**config.mk**
```make
export PLATFORM = sky130hd
export DESIGN_NAME = dscsl_top
export DESIGN_NICKNAME = d
export VERILOG_FILES = /design/src/dscsl_pkg.sv /design/src/dscsl_canc_core.sv /design/src/dscsl_skid2.sv /design/src/dscsl_top.sv
export SDC_FILE = /design/constraint.sdc
export NUM_CORES = 2
export LEC_CHECK = 0
export BUFFER_PORTS_ARGS = -buffer_cell sky130_fd_sc_hd__buf_2
export CORE_MARGIN = 1.5
export CORE_UTILIZATION = 30
export DETAILED_ROUTE_END_ITERATION = 8
export SYNTH_ARGS = -nofsm -noshare
export SYNTH_HDL_FRONTEND = slang
export SYNTH_SLANG_ARGS = --single-unit
```
**constraint.sdc**
```tcl
create_clock -name clk_sys_i -period 37.5 [get_ports clk_sys_i]
set_input_delay 1.875 -clock clk_sys_i [delete_from_list [all_inputs] [get_ports clk_sys_i]]
set_output_delay 1.875 -clock clk_sys_i [all_outputs]
set_load 0.02 [all_outputs]
```
**src/dscsl_pkg.sv**
```systemverilog
// Purpose: Shared constants and types of the synthesizer output path.
// Assumes: One sample clock drives every register.
// Notes:   Two's complement samples throughout.
package dscsl_pkg;

    // ------------------------------------------------------------------
    // Widths
    // ------------------------------------------------------------------
    localparam int FTW_W    = 48;
    localparam int DAC_W    = 14;
    localparam int PH_W     = 12;
    localparam int POFF_W   = 9;
    localparam int AMP_W    = 8;
    localparam int HARM_W   = 4;
    localparam int PDIV_W   = 4;
    localparam int CANC_W   = 6;
    localparam int ADDR_W   = 16;
    localparam int REG_W    = 8;
    localparam int SIN_W    = DAC_W;
    localparam int PROD_W   = SIN_W + AMP_W + 1;

    // ------------------------------------------------------------------
    // Cancellation channel constants
    // ------------------------------------------------------------------
    localparam logic [HARM_W-1:0] HARM_MIN   = 4'h2;
    localparam logic [HARM_W-1:0] HARM_MAX   = 4'hF;
    localparam int                CANC_SHIFT = 18;
    localparam int                N_CANC     = 2;

    // ------------------------------------------------------------------
    // Register map
    // ------------------------------------------------------------------
    localparam logic [ADDR_W-1:0] OFS_DBL_CFG_A = 16'h0010;
    localparam logic [ADDR_W-1:0] OFS_DBL_CFG_B = 16'h0200;
    localparam logic [REG_W-1:0]  RST_DBL_CFG   = 8'h00;
    localparam int                DBL_SEL_BIT   = 0;
    localparam int                DBL_PWR_BIT   = 0;

    // ------------------------------------------------------------------
    // Types
    // ------------------------------------------------------------------
    typedef struct packed {
        logic [HARM_W-1:0] harm;
        logic [POFF_W-1:0] phase_ofs;
        logic [AMP_W-1:0]  amp;
        logic              gain;
    } dscsl_canc_cfg_s;

    typedef struct packed {
        logic             en;
        logic [FTW_W-1:0] k_slew;
    } dscsl_slew_cfg_s;

    // Parabolic sine of a 12-bit phase, peak just under 2^13
    function automatic logic signed [SIN_W-1:0] dscsl_sin(input logic [PH_W-1:0] ph);
        logic [PH_W-2:0] x;
        logic [21:0]     prod;
        logic [12:0]     mag;
        x    = ph[PH_W-2:0];
        prod = 22'(x) * 22'(11'h7FF - x);
        mag  = prod[19:7];
        return ph[PH_W-1] ? -$signed({1'b0, mag}) : $signed({1'b0, mag});
    endfunction

endpackage

```
**src/dscsl_canc_core.sv**
```systemverilog
// Purpose: One harmonic cancellation synthesizer core.
// Assumes: Tuning word comes from the main core's interpolated word.
// Notes:   Harmonic settings below two disable the channel.
module dscsl_canc_core
    import dscsl_pkg::*;
(
    input  wire logic                             clk_sys_i,
    input  wire logic                             sys_rst_i,
    input  wire logic                             adv_i,
    input  wire logic [dscsl_pkg::FTW_W-1:0]      ftw_i,
    input  wire dscsl_pkg::dscsl_canc_cfg_s       cfg_i,
    output logic signed [dscsl_pkg::CANC_W-1:0]   samp_o
);
    import dscsl_pkg::*;

    // ------------------------------------------------------------------
    // Phase accumulator
    // ------------------------------------------------------------------
    logic [FTW_W-1:0]          acc_q;
    logic [FTW_W-1:0]          acc_d;
    logic [FTW_W+HARM_W-1:0]   inc_full;
    logic                      active;

    assign active   = (cfg_i.harm >= HARM_MIN) && (cfg_i.harm <= HARM_MAX);
    assign inc_full = ftw_i * cfg_i.harm;

    always_comb begin
        acc_d = acc_q;
        if (!active) begin
            acc_d = '0;
        end else if (adv_i) begin
            acc_d = acc_q + inc_full[FTW_W-1:0];
        end
    end

    always_ff @(posedge clk_sys_i) begin
        if (sys_rst_i) begin
            acc_q <= '0;
        end else begin
            acc_q <= acc_d;
        end
    end

    // ------------------------------------------------------------------
    // Offset, lookup, scaling
    // ------------------------------------------------------------------
    logic [PH_W-1:0]          ph;
    logic signed [SIN_W-1:0]  sin_v;
    logic signed [PROD_W-1:0] prod;
    logic signed [PROD_W-1:0] scaled;

    // Offset spans the full circle, so +-pi lands on the top bit
    assign ph     = acc_q[FTW_W-1 -: PH_W] + {cfg_i.phase_ofs, 3'h0};
    assign sin_v  = dscsl_sin(ph);
    assign prod   = sin_v * $signed({1'b0, cfg_i.amp});
    // Shift keeps full scale near the four lowest converter bits
    assign scaled = (prod >>> CANC_SHIFT) <<< cfg_i.gain;

    assign samp_o = active ? scaled[CANC_W-1:0] : '0;

endmodule

```
**src/dscsl_skid2.sv**
```systemverilog
// Purpose: Two-entry buffer with valid and ready on both sides.
// Assumes: Single clock.
// Notes:   Output data comes straight from the head register.
module dscsl_skid2 #(
    parameter int W = 14
) (
    input  wire logic         clk_sys_i,
    input  wire logic         sys_rst_i,
    input  wire logic         in_valid_i,
    output logic              in_ready_o,
    input  wire logic [W-1:0] in_data_i,
    output logic              out_valid_o,
    input  wire logic         out_ready_i,
    output logic [W-1:0]      out_data_o
);

    logic [W-1:0] head_q, head_d, tail_q, tail_d;
    logic         hv_q, hv_d, tv_q, tv_d;
    logic         push, pop;

    // Ready only while the tail slot is free, so a stall fills both
    assign in_ready_o  = !tv_q;
    assign push        = in_valid_i && !tv_q;
    assign pop         = hv_q && out_ready_i;
    assign out_valid_o = hv_q;
    assign out_data_o  = head_q;

    always_comb begin
        head_d = head_q;
        tail_d = tail_q;
        hv_d   = hv_q;
        tv_d   = tv_q;
        if (pop) begin
            head_d = tail_q;
            hv_d   = tv_q;
            tv_d   = 1'b0;
        end
        if (push) begin
            if (!hv_d) begin
                head_d = in_data_i;
                hv_d   = 1'b1;
            end else begin
                tail_d = in_data_i;
                tv_d   = 1'b1;
            end
        end
    end

    always_ff @(posedge clk_sys_i) begin
        if (sys_rst_i) begin
            head_q <= '0;
            tail_q <= '0;
            hv_q   <= 1'b0;
            tv_q   <= 1'b0;
        end else begin
            head_q <= head_d;
            tail_q <= tail_d;
            hv_q   <= hv_d;
            tv_q   <= tv_d;
        end
    end

endmodule

```
**src/dscsl_top.sv**
```systemverilog
// Purpose: Synthesizer output path: slew limiter, spur cancellation, output controls.
// Assumes: Loop filter, interpolation filter and converter share clk_sys_i.
// Notes:   Interpolation filter sits outside, between ftw_o and dds_ftw_i.
module dscsl_top
    import dscsl_pkg::*;
(
    input  wire logic                          clk_sys_i,
    input  wire logic                          sys_rst_i,
    input  wire logic                          lf_valid_i,
    input  wire logic [dscsl_pkg::FTW_W-1:0]   lf_ftw_i,
    input  wire dscsl_pkg::dscsl_slew_cfg_s    slew_cfg_i,
    output logic [dscsl_pkg::FTW_W-1:0]        ftw_o,
    output logic                               ftw_valid_o,
    input  wire logic [dscsl_pkg::FTW_W-1:0]   dds_ftw_i,
    input  wire dscsl_pkg::dscsl_canc_cfg_s    canc0_cfg_i,
    input  wire dscsl_pkg::dscsl_canc_cfg_s    canc1_cfg_i,
    output logic [dscsl_pkg::DAC_W-1:0]        dac_data_o,
    output logic                               dac_valid_o,
    input  wire logic                          dac_ready_i,
    input  wire logic                          out_pd_i,
    input  wire logic                          cmos_src_i,
    output logic                               out_pd_o,
    output logic                               cmos_src_o,
    output logic                               dbl_en_o,
    input  wire logic                          reg_wr_i,
    input  wire logic                          reg_rd_i,
    input  wire logic [dscsl_pkg::ADDR_W-1:0]  reg_addr_i,
    input  wire logic [dscsl_pkg::REG_W-1:0]   reg_wdata_i,
    output logic [dscsl_pkg::REG_W-1:0]        reg_rdata_o
);
    import dscsl_pkg::*;

    // ------------------------------------------------------------------
    // Frequency slew limiter
    // ------------------------------------------------------------------
    logic [FTW_W-1:0]        fw_q, fw_d;
    logic                    fv_q, fv_d;
    logic signed [FTW_W:0]   diff;
    logic signed [FTW_W:0]   k_pos;

    // Word differences wrap, so compare in one extra bit of sign
    assign diff  = $signed({1'b0, lf_ftw_i}) - $signed({1'b0, fw_q});
    assign k_pos = $signed({1'b0, slew_cfg_i.k_slew});

    always_comb begin
        fw_d = fw_q;
        fv_d = lf_valid_i;
        if (lf_valid_i) begin
            if (!slew_cfg_i.en) begin
                fw_d = lf_ftw_i;
            end else if (diff > k_pos) begin
                fw_d = fw_q + slew_cfg_i.k_slew;
            end else if (diff < -k_pos) begin
                fw_d = fw_q - slew_cfg_i.k_slew;
            end else begin
                fw_d = lf_ftw_i;
            end
        end
    end

    // Enable lives in slew_cfg_i; its source register resets to zero
    always_ff @(posedge clk_sys_i) begin
        if (sys_rst_i) begin
            fw_q <= '0;
            fv_q <= 1'b0;
        end else begin
            fw_q <= fw_d;
            fv_q <= fv_d;
        end
    end

    assign ftw_o       = fw_q;
    assign ftw_valid_o = fv_q;

    // ------------------------------------------------------------------
    // Main synthesizer core
    // ------------------------------------------------------------------
    logic [FTW_W-1:0]        acc_q, acc_d;
    logic                    adv;
    logic                    buf_ready;
    logic signed [SIN_W-1:0] main_s;

    // Stalls with the buffer so no sample is lost or skipped
    assign adv    = buf_ready;
    assign main_s = dscsl_sin(acc_q[FTW_W-1 -: PH_W]);

    always_comb begin
        acc_d = acc_q;
        if (adv) begin
            acc_d = acc_q + dds_ftw_i;
        end
    end

    always_ff @(posedge clk_sys_i) begin
        if (sys_rst_i) begin
            acc_q <= '0;
        end else begin
            acc_q <= acc_d;
        end
    end

    // ------------------------------------------------------------------
    // Cancellation cores
    // ------------------------------------------------------------------
    logic signed [CANC_W-1:0] canc_s [N_CANC];

    dscsl_canc_core u_canc0 (
        .clk_sys_i (clk_sys_i),
        .sys_rst_i (sys_rst_i),
        .adv_i     (adv),
        .ftw_i     (dds_ftw_i),
        .cfg_i     (canc0_cfg_i),
        .samp_o    (canc_s[0])
    );

    dscsl_canc_core u_canc1 (
        .clk_sys_i (clk_sys_i),
        .sys_rst_i (sys_rst_i),
        .adv_i     (adv),
        .ftw_i     (dds_ftw_i),
        .cfg_i     (canc1_cfg_i),
        .samp_o    (canc_s[1])
    );

    // ------------------------------------------------------------------
    // Summation and saturation
    // ------------------------------------------------------------------
    logic signed [DAC_W+1:0] sum;
    logic [DAC_W-1:0]        sat;

    localparam logic signed [DAC_W+1:0] SAT_HI = 16'sh1FFF;
    localparam logic signed [DAC_W+1:0] SAT_LO = -16'sh2000;

    assign sum = (DAC_W+2)'(main_s) + (DAC_W+2)'(canc_s[0])
               + (DAC_W+2)'(canc_s[1]);

    // Main peak sits below full scale, so clipping is rare
    always_comb begin
        if (sum > SAT_HI) begin
            sat = SAT_HI[DAC_W-1:0];
        end else if (sum < SAT_LO) begin
            sat = SAT_LO[DAC_W-1:0];
        end else begin
            sat = sum[DAC_W-1:0];
        end
    end

    // ------------------------------------------------------------------
    // Converter buffer
    // ------------------------------------------------------------------
    dscsl_skid2 #(
        .W (DAC_W)
    ) u_buf (
        .clk_sys_i   (clk_sys_i),
        .sys_rst_i   (sys_rst_i),
        .in_valid_i  (1'b1),
        .in_ready_o  (buf_ready),
        .in_data_i   (sat),
        .out_valid_o (dac_valid_o),
        .out_ready_i (dac_ready_i),
        .out_data_o  (dac_data_o)
    );

    // ------------------------------------------------------------------
    // Output controls and doubler registers
    // ------------------------------------------------------------------
    logic [REG_W-1:0] cfg_a_q, cfg_a_d, cfg_b_q, cfg_b_d, rd_q, rd_d;
    logic             pd_q, pd_d, src_q, src_d, dbl_q, dbl_d;

    always_comb begin
        cfg_a_d = cfg_a_q;
        cfg_b_d = cfg_b_q;
        rd_d    = rd_q;
        if (reg_wr_i && reg_addr_i == OFS_DBL_CFG_A) begin
            cfg_a_d = reg_wdata_i;
        end
        if (reg_wr_i && reg_addr_i == OFS_DBL_CFG_B) begin
            cfg_b_d = reg_wdata_i;
        end
        if (reg_rd_i) begin
            case (reg_addr_i)
                OFS_DBL_CFG_A: rd_d = cfg_a_q;
                OFS_DBL_CFG_B: rd_d = cfg_b_q;
                default:       rd_d = '0;
            endcase
        end
        // Multiplier needs both its select and its power-up
        dbl_d = cfg_a_q[DBL_SEL_BIT] & cfg_b_q[DBL_PWR_BIT];
        pd_d  = out_pd_i;
        // Returned-signal source is only valid up to 50 MHz output
        src_d = cmos_src_i;
    end

    always_ff @(posedge clk_sys_i) begin
        if (sys_rst_i) begin
            cfg_a_q <= RST_DBL_CFG;
            cfg_b_q <= RST_DBL_CFG;
            rd_q    <= '0;
            dbl_q   <= 1'b0;
            pd_q    <= 1'b0;
            src_q   <= 1'b0;
        end else begin
            cfg_a_q <= cfg_a_d;
            cfg_b_q <= cfg_b_d;
            rd_q    <= rd_d;
            dbl_q   <= dbl_d;
            pd_q    <= pd_d;
            src_q   <= src_d;
        end
    end

    assign reg_rdata_o = rd_q;
    assign dbl_en_o    = dbl_q;
    assign out_pd_o    = pd_q;
    assign cmos_src_o  = src_q;

endmodule

```
==> reports/metrics.csv <==
stage;metric;value;unit
status;outcome;complete, no violations;
timing;fin. max-slew vios;0;
synthesis;cell area after synthesis;0.0557;sq mm
place;I/O Buffers;295;
synthesis;Post-synth top flop;dfxtp_1;
synthesis;share of the synthesized area in the top cell type;24.1;%
route;# DRC;0;
synthesis;number of synthesized flops with an enable pin;0;
die;Starting Density;30.3;%
timing;Hold Violations, Final;0;
setup_path;Critical Path Source Type;primary input;
route;vias per cell;5.13;
synthesis;most frequent cell after synthesis;inv_1;
min_path;WHS Endpoint;u_buf.tail_q[1]$_SDFFE_PP0P_;
route;detailed router's first-iteration violation count;3306;
route;Final ANT Viol Nets;0;
setup_path;FF-to-FF Start;u_canc1.acc_q[39]$_SDFFE_PP0N_;
min_path;Cells on Worst Hold Path;1;
timing;unrepaired setup endpoints after global routing;false;
synthesis;Synth area leaders;fa_1, ha_1, dfxtp_1;
global_routing;gr usage total;17.5;%
die;Die Width;434;microns
synthesis;synth warn;0;
setup_path;worst path required time;37.99;ns
setup_path;critical-path maximum fanout;12;
clocking;CTS root buf;clkbuf_16;
clocking;CTS Buf Count;39;
clocking;H-tree depth;2;
timing;fmax;0.0577;GHz
die;die outline area;0.188;sq mm
clocking;post_cts resized;0;
layout;fin nets;8687;
die;# IOs;296;
timing;max_slew headroom;14.6;%
setup_path;reg2reg path depth;60;
place;DP HPWL;135000;microns
route;DRT Wirelength;168000;microns
setup_path;Critical R2R Capture;u_buf.out_data_o[2]$_SDFF_PP0_;
setup_path;crit path DAT;17.82;ns
clocking;CTS tree;done;
min_path;class of the worst hold path;flop to flop;
clocking;hold_buf cts;0;
layout;ratio of cells with drive above 1 in the final layout;6.47;%
timing;Setup Viol. Count Final;0;
synthesis;async set-or-reset flop fraction in the synthesized netlist;0;%
route;First-pass DRT Iterations;8;
die;Die Height;434;microns
setup_path;Worst path slowest cell;nor2b_1;
setup_path;Worst path most repeated cell;fa_1;
timing;Clock Skews;0.0372;ns
synthesis;Mapped Nets;8576;
clocking;Num Clock Sinks;250;
synthesis;syn_area_per_cell;7.97;sq um
synthesis;unique cell type count in the Yosys netlist;106;
clocking;Clock Path Buffers;3;
setup_path;Crit. End Element;flop;
die;core region area;0.184;sq mm
clocking;clk slew on worst S/H paths;0.06;ns
synthesis;synth cell count leaders;inv_1, nand2_1, ha_1, fa_1, nor2_1;
global_routing;gr ovfl total;0;
global_routing;largest net degree at the start of global routing;216;
global_routing;vias in the first global route;49300;
setup_path;r2r setup slk;21.15;ns
route;WL/cell;17.5;microns
die;FP Rows;157;
global_routing;initial antenna violation count;12;
setup_path;CP max stage delay;0.68;ns
route;Via Count;49200;
timing;Final Critical Period;17.33;ns
synthesis;FF+latch count, synth;250;
setup_path;Setup CP Type;primary input to flop;
clocking;postcts setup bufs;0;
synthesis;area leader, netlist;fa_1;
timing;fin crit share;46.2;%
place;routability cong.;0.950;
flow_run;max cap viols;0;
clocking;latest clock arrival within the worst-skew pair;0.63;ns
layout;Area growth syn-to-layout;9.46;%
timing;Worst Max-Slew Pin Slew;1.27;ns
min_path;Hold Crit Start;u_buf.tail_q[1]$_SDFFE_PP0P_;
synthesis;Mapped Cells;6983;
global_routing;first-pass GRT wire length;267000;microns
timing;final setup TNS;0;ns
synthesis;register area share after synthesis;8.99;%
layout;fillers;19400;
through the flow:
step,cell area (sq um),util (%),hold slack [ns],std cells,setup WS [ns]
after floorplan,55700,-,0.417,6983,21.20
after global placement,59600,32.4,0.441,9517,20.02
after detailed placement,59600,32.4,0.438,9517,19.63
after CTS,60900,33.2,0.452,9586,20.26
after global routing,60900,33.2,0.477,9590,19.10
final,60900,33.2,0.448,9590,20.17
area by class of cell:
cell class / count / area, sq um / area share [%]
Sequential cell: 250 / 5010 / 8.22
Inverter: 978 / 3670 / 6.03
Antenna cell: 4 / 10.0 / 0.0164
Timing Repair Buffer: 336 / 1800 / 2.95
Clock buffer: 54 / 1070 / 1.76
Multi-Input combinational cell: 5489 / 46000 / 75.5
Tap cell: 2464 / 3080 / 5.06
Clock inverter: 15 / 268 / 0.439
worst max-delay path, delay by kind of cell:
kind	cells	cell delay, ns
adders and majority gates	15	6.91
and+or+nand+nor	7	1.80
AOI/OAI and AO/OA	27	5.99
xor gates and xnor gates	3	0.58
buffers and inverters	9	0.64
kinds of logic after synthesis:
logic type	Yosys count	synth area share [%]
flops	250	8.99
simple gates	2224	18.7
compound gates	1498	17.7
mux	30	0.546
fa+ha+maj	1372	39.9
xor+xnor	365	5.77
buf+inv	1244	8.42
worst max-delay path by stage:
stage               depth (start not counted)                             end      startpoint  slack [ns]
detailed placement                         61  u_buf.out_data_o[2]$_SDFF_PP0_  canc1_cfg_i[9]       19.63
finish                                     61  u_buf.out_data_o[2]$_SDFF_PP0_  canc1_cfg_i[9]       20.17
floorplan                                  60   u_buf.tail_q[12]$_SDFFE_PP0P_  canc1_cfg_i[9]       21.20
CTS                                        61  u_buf.out_data_o[2]$_SDFF_PP0_  canc1_cfg_i[9]       20.26
global route                               60  u_buf.out_data_o[2]$_SDFF_PP0_  canc1_cfg_i[9]       19.10
global placement                           61  u_buf.out_data_o[2]$_SDFF_PP0_  canc1_cfg_i[9]       20.02
placed cells by master (no fill, tap or decap), types with 53 or more instances in the layout:
master and n:
inv_1 966, a211oi_1 67, o21bai_1 54, xor2_1 123, o21ai_0 245, nor3_1 87, ha_1 703, a31oi_1 53
xnor2_1 239, nand2b_1 99, dfxtp_1 249, fa_1 669, a21oi_1 464, buf_2 294, nor2b_1 85, nor2_1 633
a21o_1 184, and2_1 249, nand2_1 710, nand3_1 126
metal layers:
layer / GRT usage (%) / up-vias / share of wire [%]
li1: - / 23500 / -
met1: 23.1 / 24100 / 44
met2: 29.3 / 1261 / 47
met3: 1.89 / 310 / 4.8
met4: 6.60 / 6 / 4.0
met5: 0 / - / 0.024
sequential cells by signal, indices dropped and copies added (netlist names), 8 cells and up, named ones only:
name	cells
cfg_a_q	8
u_buf.out_data_o	14
cfg_b_q	8
reg_rdata_o	8
ftw_o	48
acc_q	48
u_buf.tail_q	14
u_canc1.acc_q	48
u_canc0.acc_q	48
Power is left out: the tool's default activity adds up to more than one toggle a clock period on the data nets, which glitch-free logic cannot reach.
